<file path="src/rtl/rst_boot_pkg.sv">
// ************************************************************
// Shared constants for the reset and boot vector controller
// ************************************************************
package rst_boot_pkg;
	// Reset source bit positions in the cause vector
	localparam int SRC_POR = 0;
	localparam int SRC_PIN = 1;
	localparam int SRC_CMP = 2;
	localparam int SRC_SW = 3;
	localparam int SRC_SUPPLY = 4;
	localparam int SRC_WDT = 5;
	localparam int SRC_MISS_CLK = 6;
	localparam int SRC_FLASH = 7;
	localparam int NUM_SRC = 8;
	// Cause vector after power-on
	localparam logic [7:0] CAUSE_POR_VALUE = 8'h01;
	// Vectors and signature
	localparam logic [15:0] RESET_VECTOR = 16'h0000;
	localparam logic [7:0] BOOT_SIG_PRESENT = 8'ha5;
	// Clock period and idle wake-up window in system clock cycles
	localparam int CLK_PERIOD_NS = 100;
	localparam int IDLE_WAKE_MIN_CYC = 2;
	localparam int IDLE_WAKE_MAX_CYC = 3;
	// Sequencer states, Gray coded along reset, launch, run, idle
	typedef enum logic [1:0]
	{
		ST_RESET = 2'b00,
		ST_LAUNCH = 2'b01,
		ST_RUN = 2'b11,
		ST_IDLE = 2'b10
	} seq_state_type;
endpackage

</file>
<file path="src/rtl/reset_and_boot_vector_control.sv">
// Functional notes
// - Reset halts core, resets registers except power-on bits
// - Reset disables interrupts and timers
// - RAM contents survive every reset
// - Port latches one, open-drain; pull-ups always on
// - Supply or power-on reset drives pin low
// - Exit: clear counter, internal clock, watchdog on
// - Eight sources each request reset
// - Bootloader present only when signature equals 0xa5
// - Start at boot vector or reset vector
// - Idle wake-up resumes within 2 to 3 cycles
`timescale 1ns/1ps
`default_nettype none
module reset_and_boot_vector_control
	import rst_boot_pkg::*;
#(
	parameter logic [15:0] BOOT_VECTOR = 16'h3e00,
	parameter int RESET_HOLD_CYC = 4
)
(
	// Clock, power-on reset, clock enable
	input wire logic I_CLK,
	input wire logic I_RST_N,
	input wire logic I_CE,
	// Asynchronous reset sources from pins and analog monitors
	input wire logic I_EXT_RESET_PIN_N,
	input wire logic I_CMP_RESET,
	input wire logic I_SUPPLY_MON_RESET,
	// Synchronous reset sources
	input wire logic I_SW_RESET,
	input wire logic I_WDT_RESET,
	input wire logic I_MISSING_CLK_RESET,
	input wire logic I_FLASH_ERR_RESET,
	// Flash signature byte and idle control
	input wire logic [7:0] I_BOOT_SIG,
	input wire logic I_IDLE_REQ,
	input wire logic I_WAKE,
	// Core and module control
	output logic O_CORE_HALT,
	output logic O_MODULE_RESET,
	output logic O_POR_ONLY_RESET,
	output logic O_IRQ_DISABLE,
	output logic O_TIMER_DISABLE,
	output logic O_RAM_WRITE_BLOCK,
	// Port defaults
	output logic O_PORT_LATCH_SET,
	output logic O_PORT_OPEN_DRAIN,
	output logic O_WEAK_PULLUP_EN,
	// External reset pin driver
	output logic O_EXT_RESET_PIN_N_O,
	output logic O_EXT_RESET_PIN_N_OE,
	// Start-up values
	output logic [15:0] O_PROGRAM_COUNTER,
	output logic O_EXIT_DEFAULTS,
	output logic O_BOOT_SELECTED,
	output logic O_IDLE,
	output logic [7:0] O_RESET_CAUSE
);
	// ************************************************************
	// Input synchronisers
	// ************************************************************
	logic [2:0] meta_r; // First stage, read only by second stage
	logic [2:0] sync_r; // Pin, comparator, supply monitor
	always_ff @(posedge I_CLK or negedge I_RST_N)
	begin
		if (!I_RST_N)
		begin
			meta_r <= 3'h1;
			sync_r <= 3'h1;
		end
		else if (I_CE)
		begin
			meta_r <= {I_SUPPLY_MON_RESET, I_CMP_RESET, I_EXT_RESET_PIN_N};
			sync_r <= meta_r;
		end
	end

	// ************************************************************
	// Sequencer state and output registers
	// ************************************************************
	seq_state_type state_r, state_nxt; // Sequencer state
	logic [7:0] hold_r, hold_nxt; // Release delay counter
	logic [1:0] wake_r, wake_nxt; // Idle wake-up countdown
	logic waking_r, waking_nxt; // Wake event seen in idle
	logic [7:0] cause_r, cause_nxt; // Sticky causes of this episode
	logic drive_r, drive_nxt; // Pulling the reset pin low
	logic [15:0] pc_r, pc_nxt; // Start address
	logic exit_r, exit_nxt; // One-cycle launch pulse
	logic boot_r, boot_nxt; // Bootloader chosen at launch
	logic idle_r, idle_nxt; // Core idling
	logic [7:0] req; // Reset requests this cycle
	logic any_req;

	// Signature check used at launch
	function automatic logic boot_present(input logic [7:0] sig);
		boot_present = (sig == BOOT_SIG_PRESENT);
	endfunction

	// Gather sources; our own pin drive must not re-trigger reset
	always_comb
	begin
		req = '0;
		req[SRC_PIN] = ~sync_r[0] & ~drive_r;
		req[SRC_CMP] = sync_r[1];
		req[SRC_SW] = I_SW_RESET;
		req[SRC_SUPPLY] = sync_r[2];
		req[SRC_WDT] = I_WDT_RESET;
		req[SRC_MISS_CLK] = I_MISSING_CLK_RESET;
		req[SRC_FLASH] = I_FLASH_ERR_RESET;
		any_req = |req;
	end

	// Next-state logic
	always_comb
	begin
		state_nxt = state_r;
		hold_nxt = hold_r;
		wake_nxt = wake_r;
		waking_nxt = waking_r;
		cause_nxt = cause_r;
		drive_nxt = drive_r;
		pc_nxt = pc_r;
		exit_nxt = 1'b0;
		boot_nxt = boot_r;
		case (state_r)
			// Stay while any request stands, then count off the hold
			ST_RESET:
			begin
				cause_nxt = cause_r | req;
				drive_nxt = drive_r | req[SRC_SUPPLY];
				pc_nxt = RESET_VECTOR;
				if (any_req)
					hold_nxt = 8'(RESET_HOLD_CYC - 1);
				else if (hold_r != 8'h00)
					hold_nxt = hold_r - 8'h01;
				else
				begin
					state_nxt = ST_LAUNCH;
					drive_nxt = 1'b0;
				end
			end
			// Pick the start address and pulse the defaults
			ST_LAUNCH:
			begin
				boot_nxt = boot_present(I_BOOT_SIG);
				pc_nxt = boot_present(I_BOOT_SIG) ? BOOT_VECTOR : RESET_VECTOR;
				exit_nxt = 1'b1;
				state_nxt = ST_RUN;
			end
			// Normal execution
			ST_RUN:
			begin
				if (I_IDLE_REQ)
					state_nxt = ST_IDLE;
			end
			// Idle: wake after a fixed three-cycle latency
			ST_IDLE:
			begin
				if (waking_r)
				begin
					if (wake_r != 2'h0)
						wake_nxt = wake_r - 2'h1;
					else
					begin
						waking_nxt = 1'b0;
						state_nxt = ST_RUN;
					end
				end
				else if (I_WAKE)
				begin
					waking_nxt = 1'b1;
					wake_nxt = 2'(IDLE_WAKE_MIN_CYC - 1);
				end
			end
			default:
				state_nxt = ST_RESET;
		endcase
		// Any request outside reset starts a fresh episode
		if (state_r != ST_RESET && any_req)
		begin
			state_nxt = ST_RESET;
			cause_nxt = req;
			drive_nxt = req[SRC_SUPPLY];
			hold_nxt = 8'(RESET_HOLD_CYC - 1);
			waking_nxt = 1'b0;
			exit_nxt = 1'b0;
		end
		idle_nxt = (state_nxt == ST_IDLE);
	end

	// Register stage; power-on loads constants only
	always_ff @(posedge I_CLK or negedge I_RST_N)
	begin
		if (!I_RST_N)
		begin
			state_r <= ST_RESET;
			hold_r <= 8'(RESET_HOLD_CYC - 1);
			wake_r <= 2'h0;
			waking_r <= 1'b0;
			cause_r <= CAUSE_POR_VALUE;
			drive_r <= 1'b1;
			pc_r <= RESET_VECTOR;
			exit_r <= 1'b0;
			boot_r <= 1'b0;
			idle_r <= 1'b0;
		end
		else if (I_CE)
		begin
			state_r <= state_nxt;
			hold_r <= hold_nxt;
			wake_r <= wake_nxt;
			waking_r <= waking_nxt;
			cause_r <= cause_nxt;
			drive_r <= drive_nxt;
			pc_r <= pc_nxt;
			exit_r <= exit_nxt;
			boot_r <= boot_nxt;
			idle_r <= idle_nxt;
		end
	end

	// ************************************************************
	// Output drive
	// ************************************************************
	// Reset-state controls follow the registered state; no combinational path
	logic in_reset;
	assign in_reset = (state_r == ST_RESET);
	logic halt_r, halt_nxt;
	logic por_r, por_nxt;
	always_comb
	begin
		halt_nxt = (state_nxt == ST_RESET);
		por_nxt = (state_nxt == ST_RESET) & cause_nxt[SRC_POR];
	end
	always_ff @(posedge I_CLK or negedge I_RST_N)
	begin
		if (!I_RST_N)
		begin
			halt_r <= 1'b1;
			por_r <= 1'b1;
		end
		else if (I_CE)
		begin
			halt_r <= halt_nxt;
			por_r <= por_nxt;
		end
	end
	assign O_CORE_HALT = halt_r;
	assign O_MODULE_RESET = halt_r;
	assign O_POR_ONLY_RESET = por_r;
	assign O_IRQ_DISABLE = halt_r;
	assign O_TIMER_DISABLE = halt_r;
	// RAM has no reset path; only writes are blocked while halted
	assign O_RAM_WRITE_BLOCK = halt_r;
	assign O_PORT_LATCH_SET = halt_r;
	assign O_PORT_OPEN_DRAIN = halt_r;
	assign O_WEAK_PULLUP_EN = 1'b1;
	assign O_EXT_RESET_PIN_N_O = 1'b0;
	assign O_EXT_RESET_PIN_N_OE = drive_r;
	assign O_PROGRAM_COUNTER = pc_r;
	assign O_EXIT_DEFAULTS = exit_r;
	assign O_BOOT_SELECTED = boot_r;
	assign O_IDLE = idle_r;
	assign O_RESET_CAUSE = cause_r;
endmodule
`default_nettype wire

</file>
<file path="config.mk">
export PLATFORM = sky130hd
export DESIGN_NAME = reset_and_boot_vector_control
export DESIGN_NICKNAME = d
export VERILOG_FILES = /design/src/rtl/rst_boot_pkg.sv /design/src/rtl/reset_and_boot_vector_control.sv
export SDC_FILE = /design/constraint.sdc
export NUM_CORES = 1
export LEC_CHECK = 0
export ABC_AREA = 1
export BUFFER_PORTS_ARGS = -buffer_cell sky130_fd_sc_hd__buf_2
export CORE_AREA = 4 4 69 71
export CTS_BUF_LIST = sky130_fd_sc_hd__clkbuf_8
export DETAILED_ROUTE_END_ITERATION = 6
export DIE_AREA = 0 0 73 75
export PLACE_DENSITY = 0.8
export REMOVE_ABC_BUFFERS = 1
export SLEW_MARGIN = 20
export SYNTH_ARGS = -nofsm -noshare
export SYNTH_HDL_FRONTEND = slang
export SYNTH_SLANG_ARGS = --single-unit
</file>
<file path="constraint.sdc">
create_clock -name I_CLK -period 1.5 [get_ports I_CLK]
set_clock_uncertainty 0.15 [all_clocks]
set_input_delay 0.45 -clock I_CLK [delete_from_list [all_inputs] [get_ports I_CLK]]
set_output_delay 0.45 -clock I_CLK [all_outputs]
set_load 0.01 [all_outputs]
</file>
==> flow_metrics.env, run 1 <==
export IMPL_worstPathCellList="inv_2 -> ha_4 -> nand3_4 -> nor2_2 -> nand2_2 -> buf_4 -> nand3_4 -> nand2_1 -> nand2_1"
export IMPL_yosysWarnings=0
export IMPL_dieArea_sq_mm=0.00548
export IMPL_synth_avg_cell_area_sq_um=7.61
export IMPL_cp_required_ns=1.52
export IMPL_fin_area_sq_mm=0.00256
export IMPL_synth_cell_types=29
export IMPL_rr_worst_depth=9
export IMPL_firstDrtPassIters=4
export IMPL_die_w_um=73
export IMPL_cts_sinks=34
export IMPL_hold_ws_ns=0.227
export IMPL_ios=58
export IMPL_wirelength_mm=4.39
export IMPL_end_kind="flip-flop"
export IMPL_clock_latency_ns=0.29
export IMPL_drt_iter0_drc=69
export IMPL_min_period_ns=1.62
export IMPL_final_nets=344
export IMPL_ys_seq_elements=34
export IMPL_avgRoutedWirePerCell_um=11.7
export IMPL_clk_pin_slew_ns=0.07
export IMPL_vias=1778
export IMPL_arrival_ns=1.64
export IMPL_cp_slowest_cell="dfstp_2"
export IMPL_slew_viol_final=0
export IMPL_grt_setup_unrepaired="yes"
export IMPL_max_stage_delay_ns=0.54
export IMPL_htree_levels=2
export IMPL_violations="setup timing"
export IMPL_mostFrequentLayoutCell="nand2_1"
export IMPL_hold_violations=0
export IMPL_grt_pass1_vias=1627
export IMPL_netlist_area_sq_mm=0.00196
export IMPL_place_area_sq_mm=0.00223
export IMPL_globalRouteTotalUtil_pct=16.0
export IMPL_synth_flop_cell="dfrtp_1"
export IMPL_crit_cells=9
export IMPL_p_per_area_mw_per_mm2=943
export IMPL_cpLargestDelayFamily="flip-flops"
export IMPL_holdPathStages=3
export IMPL_root_buffer="clkbuf_8"
export IMPL_status="finished with violations"
export IMPL_num_rows=24
export IMPL_die_h_um=75
export IMPL_postLayoutCoreUtil_pct=60.5
export IMPL_portBuffers=44
export IMPL_fmax_ghz=0.618
export IMPL_netlist_instances=258
export IMPL_grt_pass1_wl_mm=6.71
export IMPL_ys_seq_area_share_pct=43.8
export IMPL_dp_hpwl_mm=3.04
export IMPL_layout_common_cells="nand2_1 (86), buf_2 (41), dfrtp_1 (26)"
export IMPL_start_util_pct=46.4
export IMPL_place_gp_congestion=0.778
export IMPL_fin_crit_sh_pct=108
export IMPL_antenna_cells=0
export IMPL_coreArea_sq_mm=0.00423
export IMPL_setup_violations=25
export IMPL_synth_edff_count=0
export IMPL_holdCritPathClass="primary input to flip-flop"
export IMPL_antenna_found_initial=0
export IMPL_cp_max_fo=9
export IMPL_vdd_drop_max_mv=0.628
export IMPL_place_ws_ns=-0.177
export IMPL_cap_violations=0
export IMPL_viasPerCell=4.74
export IMPL_area_growth_pct=30.5
export IMPL_power_leakage_nw=1.37
export IMPL_clk_path_buf_depth=2
export IMPL_drtAntennaViolNets=0
export IMPL_grt_max_degree=35
export IMPL_cts_buffers=5
export IMPL_layout_setup_ws_ns=-0.117
export IMPL_path_class="flip-flop to flip-flop"
export IMPL_final_layout_size_suffix_gt1_share_pct=40.2
export IMPL_drc=0
export IMPL_async_flop_share_pct=100
export IMPL_worst_path_buf_inv=2
export IMPL_overflow=0
export IMPL_cts_tree="built"
export IMPL_critPathLaunchType="flip-flop"
routing by layer:
layer / track usage, % / wire length [um] / vias up
met4: 7.38 / 71 / 0
met1: 18.6 / 1810 / 826
li1: - / - / 875
met5: 0 / 0 / -
met3: 5.21 / 337 / 8
met2: 26.9 / 2170 / 69
final cells by class:
class,instances,area [sq um]
sequential,34,861
tap,52,65.1
clock inverter,2,8.76
inverter,30,115
fill,357,1670
clock buffer,6,82.6
multi-input combinational,179,952
timing repair buffer,72,479
flip-flops by register name, summed over array words and instances (netlist names):
signal,cells
O_CORE_HALT,1
waking_r,1
state_r,2
wake_r,2
sync_r,3
O_IDLE,1
O_BOOT_SELECTED,1
O_POR_ONLY_RESET,1
hold_r,8
O_EXT_RESET_PIN_N_OE,1
O_RESET_CAUSE,8
O_EXIT_DEFAULTS,1
meta_r,3
O_PROGRAM_COUNTER,1
report_power, final:
| part | total [mW] | switching, mW | leakage, nW | internal (mW) |
|---|---|---|---|---|
| clock network | 0.681 | 0.318 | 0.0524 | 0.363 |
| registers | 1.08 | 0.0557 | 0.416 | 1.03 |
| logic | 0.653 | 0.359 | 0.906 | 0.294 |
stage by stage:
| step | cells | setup TNS (ns) | power, mW |
|---|---|---|---|
| 3_5_place_dp | 355 | -2.71 | 1.62 |
| 2_1_floorplan | 242 | -0.840 | 1.38 |
| 3_3_place_gp | 355 | -2.37 | 1.60 |
| 4_1_cts | 366 | -1.33 | 2.35 |
| 6_report | 375 | -1.91 | 2.42 |
| 5_1_grt | 375 | -3.91 | 2.58 |
Yosys cell counts (3+ instances only):
library cell	instances	share of area, %
nor2_1	23	4.4
nor2_4	3	1.7
dfstp_2	8	11
nand3_1	8	2.0
o21ai_0	16	4.1
nand2_1	94	18
inv_1	26	5.0
dfrtp_1	26	33
buf_4	24	9.2
inv_2	3	0.57
nand2_2	4	1.3
nor3_1	3	0.76
worst register-to-register path, delay by kind of cell (launching register included):
family                   cells  cell delay [ns]
buffers and inverters        2             0.18
AND/OR/NAND/NOR              6             0.47
adder cells (fa/ha/maj)      1             0.16
flip-flops                   1             0.54
path summary, 6_finish.rpt:
kind | startpoint | end | slack, ns
max | hold_r[1] | hold_r[5] | -0.12
min | I_EXT_RESET_PIN_N | meta_r[0] | 0.23
max reg2reg | hold_r[1] | hold_r[5] | -0.12
min reg2reg | meta_r[2] | meta_r[2] | 0.33
max in group asynchronous | I_RST_N | hold_r[1] | 0.46
min in group asynchronous | I_RST_N | wake_r[1] | 0.50
timing repair:
item | 4_1_cts | 5_1_grt
endpoints found under the hold margin | 26 | 0
pin swaps | 10 | 13
setup endpoints to repair | 30 | 41
cloned | 0 | 1
resized for setup | 13 | 38
hold buffers | 1 | 0
buffers inserted | 2 | 9
logic make-up after synthesis:
group                    Yosys count  share of synthesized area [%]
AO/OA/AOI/OAI                     20                           5.48
other                              2                          0.382
flip-flops                        34                           43.8
XOR/XNOR                           2                          0.892
AND/OR/NAND/NOR                  141                           32.1
buffers and inverters             57                           16.1
adder cells (fa/ha/maj)            2                           1.27
No activity file was read; power rests on OpenSTA's default activity.
==> inputs of run 2 (changes only) <==
--- a/config.mk
+++ b/config.mk
@@ -11,7 +11,7 @@
 export CTS_BUF_LIST = sky130_fd_sc_hd__clkbuf_8
 export DETAILED_ROUTE_END_ITERATION = 6
 export DIE_AREA = 0 0 73 75
-export PLACE_DENSITY = 0.8
+export PLACE_DENSITY = 0.86
 export REMOVE_ABC_BUFFERS = 1
 export SLEW_MARGIN = 20
 export SYNTH_ARGS = -nofsm -noshare
==> flow_metrics.env, run 2 (same netlist as run 1, synthesis figures left out) <==
export IMPL_cp_slowest_cell="dfstp_2"
export IMPL_die_h_um=75
export IMPL_end_kind="output port"
export IMPL_final_seq_area_sq_um=861
export IMPL_p_comb_share_pct=26.3
export IMPL_mostFrequentLayoutCell="nand2_1"
export IMPL_arrival_ns=1.03
export IMPL_pwr_share_clk_pct=28.3
export IMPL_multi_input_area_sq_um=913
export IMPL_area_growth_pct=28.3
export IMPL_layout_setup_ws_ns=-0.131
export IMPL_wirelength_mm=4.51
export IMPL_grt_pass1_wl_mm=7.47
export IMPL_n_fill_cell=363
export IMPL_min_period_ns=1.63
export IMPL_clock_latency_ns=0.29
export IMPL_avgRoutedWirePerCell_um=12.1
export IMPL_power_leakage_nw=1.38
export IMPL_postLayoutCoreUtil_pct=59.5
export IMPL_grt_max_degree=23
export IMPL_holdCritPathClass="primary input to flip-flop"
export IMPL_overflow=0
export IMPL_ios=58
export IMPL_finalNonFillerCells=373
export IMPL_switching_share_pct=30.1
export IMPL_grt_setup_unrepaired="yes"
export IMPL_cap_violations=0
export IMPL_finalPower_mw=2.40
export IMPL_place_gp_congestion=0.800
export IMPL_drt_iter0_drc=135
export IMPL_dp_hpwl_mm=3.20
export IMPL_fmax_ghz=0.613
export IMPL_cts_buffers=5
export IMPL_portBuffers=44
export IMPL_worst_path_buf_inv=1
export IMPL_hold_ws_ns=0.201
export IMPL_place_ws_ns=-0.169
export IMPL_fin_crit_sh_pct=109
export IMPL_drc=0
export IMPL_clk_path_buf_depth=2
export IMPL_vdd_drop_max_mv=0.451
export IMPL_worstPathCellList="buf_2"
export IMPL_htree_levels=2
export IMPL_layout_common_cells="nand2_1 (87), buf_2 (39), dfrtp_1 (26)"
export IMPL_drtAntennaViolNets=0
export IMPL_grt_pass1_vias=1742
export IMPL_hold_violations=0
export IMPL_globalRouteTotalUtil_pct=18.0
export IMPL_cts_sinks=34
export IMPL_max_stage_delay_ns=0.59
export IMPL_status="finished with violations"
export IMPL_placed_cells=355
export IMPL_cpLargestDelayFamily="flip-flops"
export IMPL_critPathLaunchType="flip-flop"
export IMPL_path_class="flip-flop to output port"
export IMPL_switching_power_mw=0.721
export IMPL_final_nets=342
export IMPL_p_per_area_mw_per_mm2=952
export IMPL_p_int_mw=1.68
export IMPL_setup_violations=23
export IMPL_die_w_um=73
export IMPL_root_buffer="clkbuf_8"
export IMPL_num_rows=24
export IMPL_dieArea_sq_mm=0.00548
export IMPL_slew_viol_final=0
export IMPL_cp_max_fo=8
export IMPL_vias=1755
export IMPL_start_util_pct=46.4
export IMPL_clk_pin_slew_ns=0.07
export IMPL_antenna_found_initial=0
export IMPL_cts_tree="built"
export IMPL_final_layout_size_suffix_gt1_share_pct=36.1
export IMPL_violations="setup timing"
export IMPL_seq_power_share_pct=45.4
export IMPL_coreArea_sq_mm=0.00423
export IMPL_antenna_cells=0
export IMPL_cp_required_ns=0.90
export IMPL_viasPerCell=4.71
export IMPL_firstDrtPassIters=4
run 2: worst paths after layout:
kind / from / end / slack (ns) / depth (start not counted)
worst max register to register: hold_r[1] / hold_r[4] / -0.10 / 9
max in group asynchronous: I_RST_N / O_CORE_HALT / 0.25 / 3
worst min register to register: meta_r[0] / meta_r[0] / 0.31 / 2
worst max-delay path: O_CORE_HALT / O_PORT_OPEN_DRAIN / -0.13 / 1
min in group asynchronous: I_RST_N / O_RESET_CAUSE[1] / 0.44 / 2
worst min-delay path: I_EXT_RESET_PIN_N / meta_r[0] / 0.20 / 3
run 2: power groups by stage:
| stage | Combinational, mW | Sequential, mW | Clock, mW |
|---|---|---|---|
| final | 0.630 | 1.09 | 0.680 |
| after global routing | 0.713 | 1.10 | 0.740 |
| after CTS | 0.564 | 1.09 | 0.703 |
| after detailed placement | 0.524 | 1.10 | 0 |
| after global placement | 0.508 | 1.09 | 0 |
| after floorplan | 0.251 | 1.12 | 0 |
run 2: layout make-up:
cell class,instances,share of cell area (%)
multi-input combinational,178,36.2
timing repair buffer,71,18.8
clock inverter,2,0.298
tap,52,2.58
inverter,30,4.67
clock buffer,6,3.28
sequential,34,34.2
run 2: tightest hold or removal path, stage by stage:
cell     delay, ns
buf_2         0.10
nand2_1       0.05
nand2_1       0.04
run 2: routing by layer:
layer	global-route usage [%]	up-vias	part of all wire, %
met1	21.1	803	39
met3	5.21	8	8.8
met5	0	-	0
li1	-	876	-
met4	9.63	0	2.0
met2	29.8	68	51
run 2: repair_timing:
| item | in CTS | in global routing |
|---|---|---|
| buffers inserted | 4 | 5 |
| setup endpoints to repair | 28 | 36 |
| pin swaps | 9 | 10 |
| gates resized for setup | 14 | 20 |
| hold buffers | 1 | 0 |
| hold endpoints to repair | 12 | 0 |
run 2: through the flow:
step                      TNS, ns  instance area (sq um)
after global routing        -4.05                   2520
after CTS                   -1.38                   2400
final                       -1.97                   2520
after detailed placement    -2.33                   2230
after global placement      -1.66                   2230
after floorplan            -0.840                   1810
==> inputs of run 3 (changes only) <==
--- a/config.mk
+++ b/config.mk
@@ -7,12 +7,12 @@
 export LEC_CHECK = 0
 export ABC_AREA = 1
 export BUFFER_PORTS_ARGS = -buffer_cell sky130_fd_sc_hd__buf_2
+export CAP_MARGIN = 20
 export CORE_AREA = 4 4 69 71
 export CTS_BUF_LIST = sky130_fd_sc_hd__clkbuf_8
 export DETAILED_ROUTE_END_ITERATION = 6
 export DIE_AREA = 0 0 73 75
 export PLACE_DENSITY = 0.86
-export REMOVE_ABC_BUFFERS = 1
 export SLEW_MARGIN = 20
 export SYNTH_ARGS = -nofsm -noshare
 export SYNTH_HDL_FRONTEND = slang
==> flow_metrics.env, run 3 (same netlist as run 1, synthesis figures left out) <==
export IMPL_dp_hpwl_mm=3.30
export IMPL_switching_power_mw=0.730
export IMPL_start_util_pct=46.4
export IMPL_htree_levels=2
export IMPL_clock_latency_ns=0.29
export IMPL_overflow=0
export IMPL_globalRouteTotalUtil_pct=18.3
export IMPL_place_area_sq_mm=0.00223
export IMPL_ios=58
export IMPL_placed_cells=353
export IMPL_grt_max_degree=35
export IMPL_grt_pass1_vias=1741
export IMPL_dieArea_sq_mm=0.00548
export IMPL_seq_power_share_pct=42.0
export IMPL_antenna_cells=0
export IMPL_worstPathCellList="buf_2"
export IMPL_end_kind="output port"
export IMPL_drt_iter0_drc=87
export IMPL_p_comb_share_pct=25.0
export IMPL_status="finished with violations"
export IMPL_cp_slowest_cell="dfstp_2"
export IMPL_arrival_ns=1.02
export IMPL_vdd_drop_max_mv=0.792
export IMPL_n_fill_cell=358
export IMPL_die_h_um=75
export IMPL_layout_setup_ws_ns=-0.122
export IMPL_slew_viol_final=0
export IMPL_path_class="flip-flop to output port"
export IMPL_setup_violations=23
export IMPL_mostFrequentLayoutCell="nand2_1"
export IMPL_hold_violations=0
export IMPL_cap_violations=0
export IMPL_antenna_found_initial=0
export IMPL_clk_path_buf_depth=2
export IMPL_place_gp_congestion=0.788
export IMPL_max_stage_delay_ns=0.59
export IMPL_violations="setup timing"
export IMPL_wirelength_mm=4.52
export IMPL_cts_sinks=34
export IMPL_layout_common_cells="nand2_1 (88), buf_2 (40), dfrtp_1 (26)"
export IMPL_critPathLaunchType="flip-flop"
export IMPL_finalNonFillerCells=375
export IMPL_grt_pass1_wl_mm=7.53
export IMPL_drtAntennaViolNets=0
export IMPL_die_w_um=73
export IMPL_min_period_ns=1.62
export IMPL_p_int_mw=1.87
export IMPL_cp_required_ns=0.90
export IMPL_avgRoutedWirePerCell_um=12.1
export IMPL_fin_area_sq_mm=0.00256
export IMPL_firstDrtPassIters=4
export IMPL_holdCritPathClass="primary input to flip-flop"
export IMPL_area_growth_pct=30.2
export IMPL_final_seq_area_sq_um=861
export IMPL_vias=1724
export IMPL_final_nets=344
export IMPL_grt_setup_unrepaired="yes"
export IMPL_coreArea_sq_mm=0.00423
export IMPL_pwr_share_clk_pct=33.0
export IMPL_num_rows=24
export IMPL_p_per_area_mw_per_mm2=1020
export IMPL_final_layout_size_suffix_gt1_share_pct=37.5
export IMPL_fmax_ghz=0.617
export IMPL_fin_crit_sh_pct=108
export IMPL_drc=0
export IMPL_place_ws_ns=-0.132
export IMPL_viasPerCell=4.60
export IMPL_cp_max_fo=8
export IMPL_multi_input_area_sq_um=907
export IMPL_cpLargestDelayFamily="flip-flops"
export IMPL_power_leakage_nw=1.39
export IMPL_portBuffers=44
export IMPL_worst_path_buf_inv=1
export IMPL_cts_tree="built"
export IMPL_switching_share_pct=28.1
export IMPL_cts_buffers=5
export IMPL_clk_pin_slew_ns=0.06
export IMPL_root_buffer="clkbuf_8"
run 3: cell count changes in the layout (fill, tap and decap cells not counted), sizes merged:
cell	previous run	this run
buf	70	72
inv	32	31
bufinv	0	1
run 3: power groups by stage:
stage / Clock (mW) / Combinational (mW) / Sequential [mW]
6_report: 0.856 / 0.650 / 1.09
3_3_place_gp: 0 / 0.520 / 1.10
2_1_floorplan: 0 / 0.324 / 1.12
5_1_grt: 0.927 / 0.722 / 1.10
3_5_place_dp: 0 / 0.545 / 1.10
4_1_cts: 0.875 / 0.580 / 1.09
run 3: per-stage QoR:
stage / setup TNS [ns] / hold WS [ns] / utilization [%] / total power [mW]
CTS: -1.53 / 0.196 / 57.2 / 2.54
finish: -1.59 / 0.208 / 60.4 / 2.60
detailed placement: -1.32 / 0.279 / 52.6 / 1.65
global placement: -0.747 / 0.270 / 52.6 / 1.62
floorplan: 0 / 0.00441 / - / 1.44
global route: -3.37 / 0.209 / 60.4 / 2.75
run 3: what timing repair did:
item | in CTS | in global routing
buffers inserted | 5 | 7
endpoints found under the setup margin | 22 | 40
hold buffers | 1 | 0
gates cloned | 0 | 1
gates resized for setup | 12 | 23
pin swaps | 11 | 17
hold endpoints to repair | 26 | 0
run 3: cell type report:
| class | instances | share of cell area [%] |
|---|---|---|
| Clock inverter | 2 | 1.32 |
| Inverter | 30 | 4.50 |
| Multi-Input combinational cell | 178 | 35.5 |
| Sequential cell | 34 | 33.7 |
| Tap cell | 52 | 2.54 |
| Timing Repair Buffer | 73 | 19.3 |
| Clock buffer | 6 | 3.23 |
run 3: layer usage:
layer	share of wire, %	up-vias	track usage (%)
met4	2.4	0	10.2
met5	0	-	0
met3	5.0	10	3.60
li1	-	878	-
met1	39	786	19.8
met2	54	50	33.2
run 3: path summary, 6_finish.rpt:
check                                      from           to  slack [ns]  cells past startpoint
min in group asynchronous               I_RST_N       O_IDLE        0.50                      3
setup reg to reg           O_EXT_RESET_PIN_N_OE    hold_r[3]       -0.07                      9
hold reg to reg                       meta_r[0]    meta_r[0]        0.31                      2
max in group asynchronous               I_RST_N    hold_r[0]        0.45                      3
hold / removal                I_EXT_RESET_PIN_N    meta_r[0]        0.21                      3
setup / recovery                    O_CORE_HALT  O_CORE_HALT       -0.12                      1
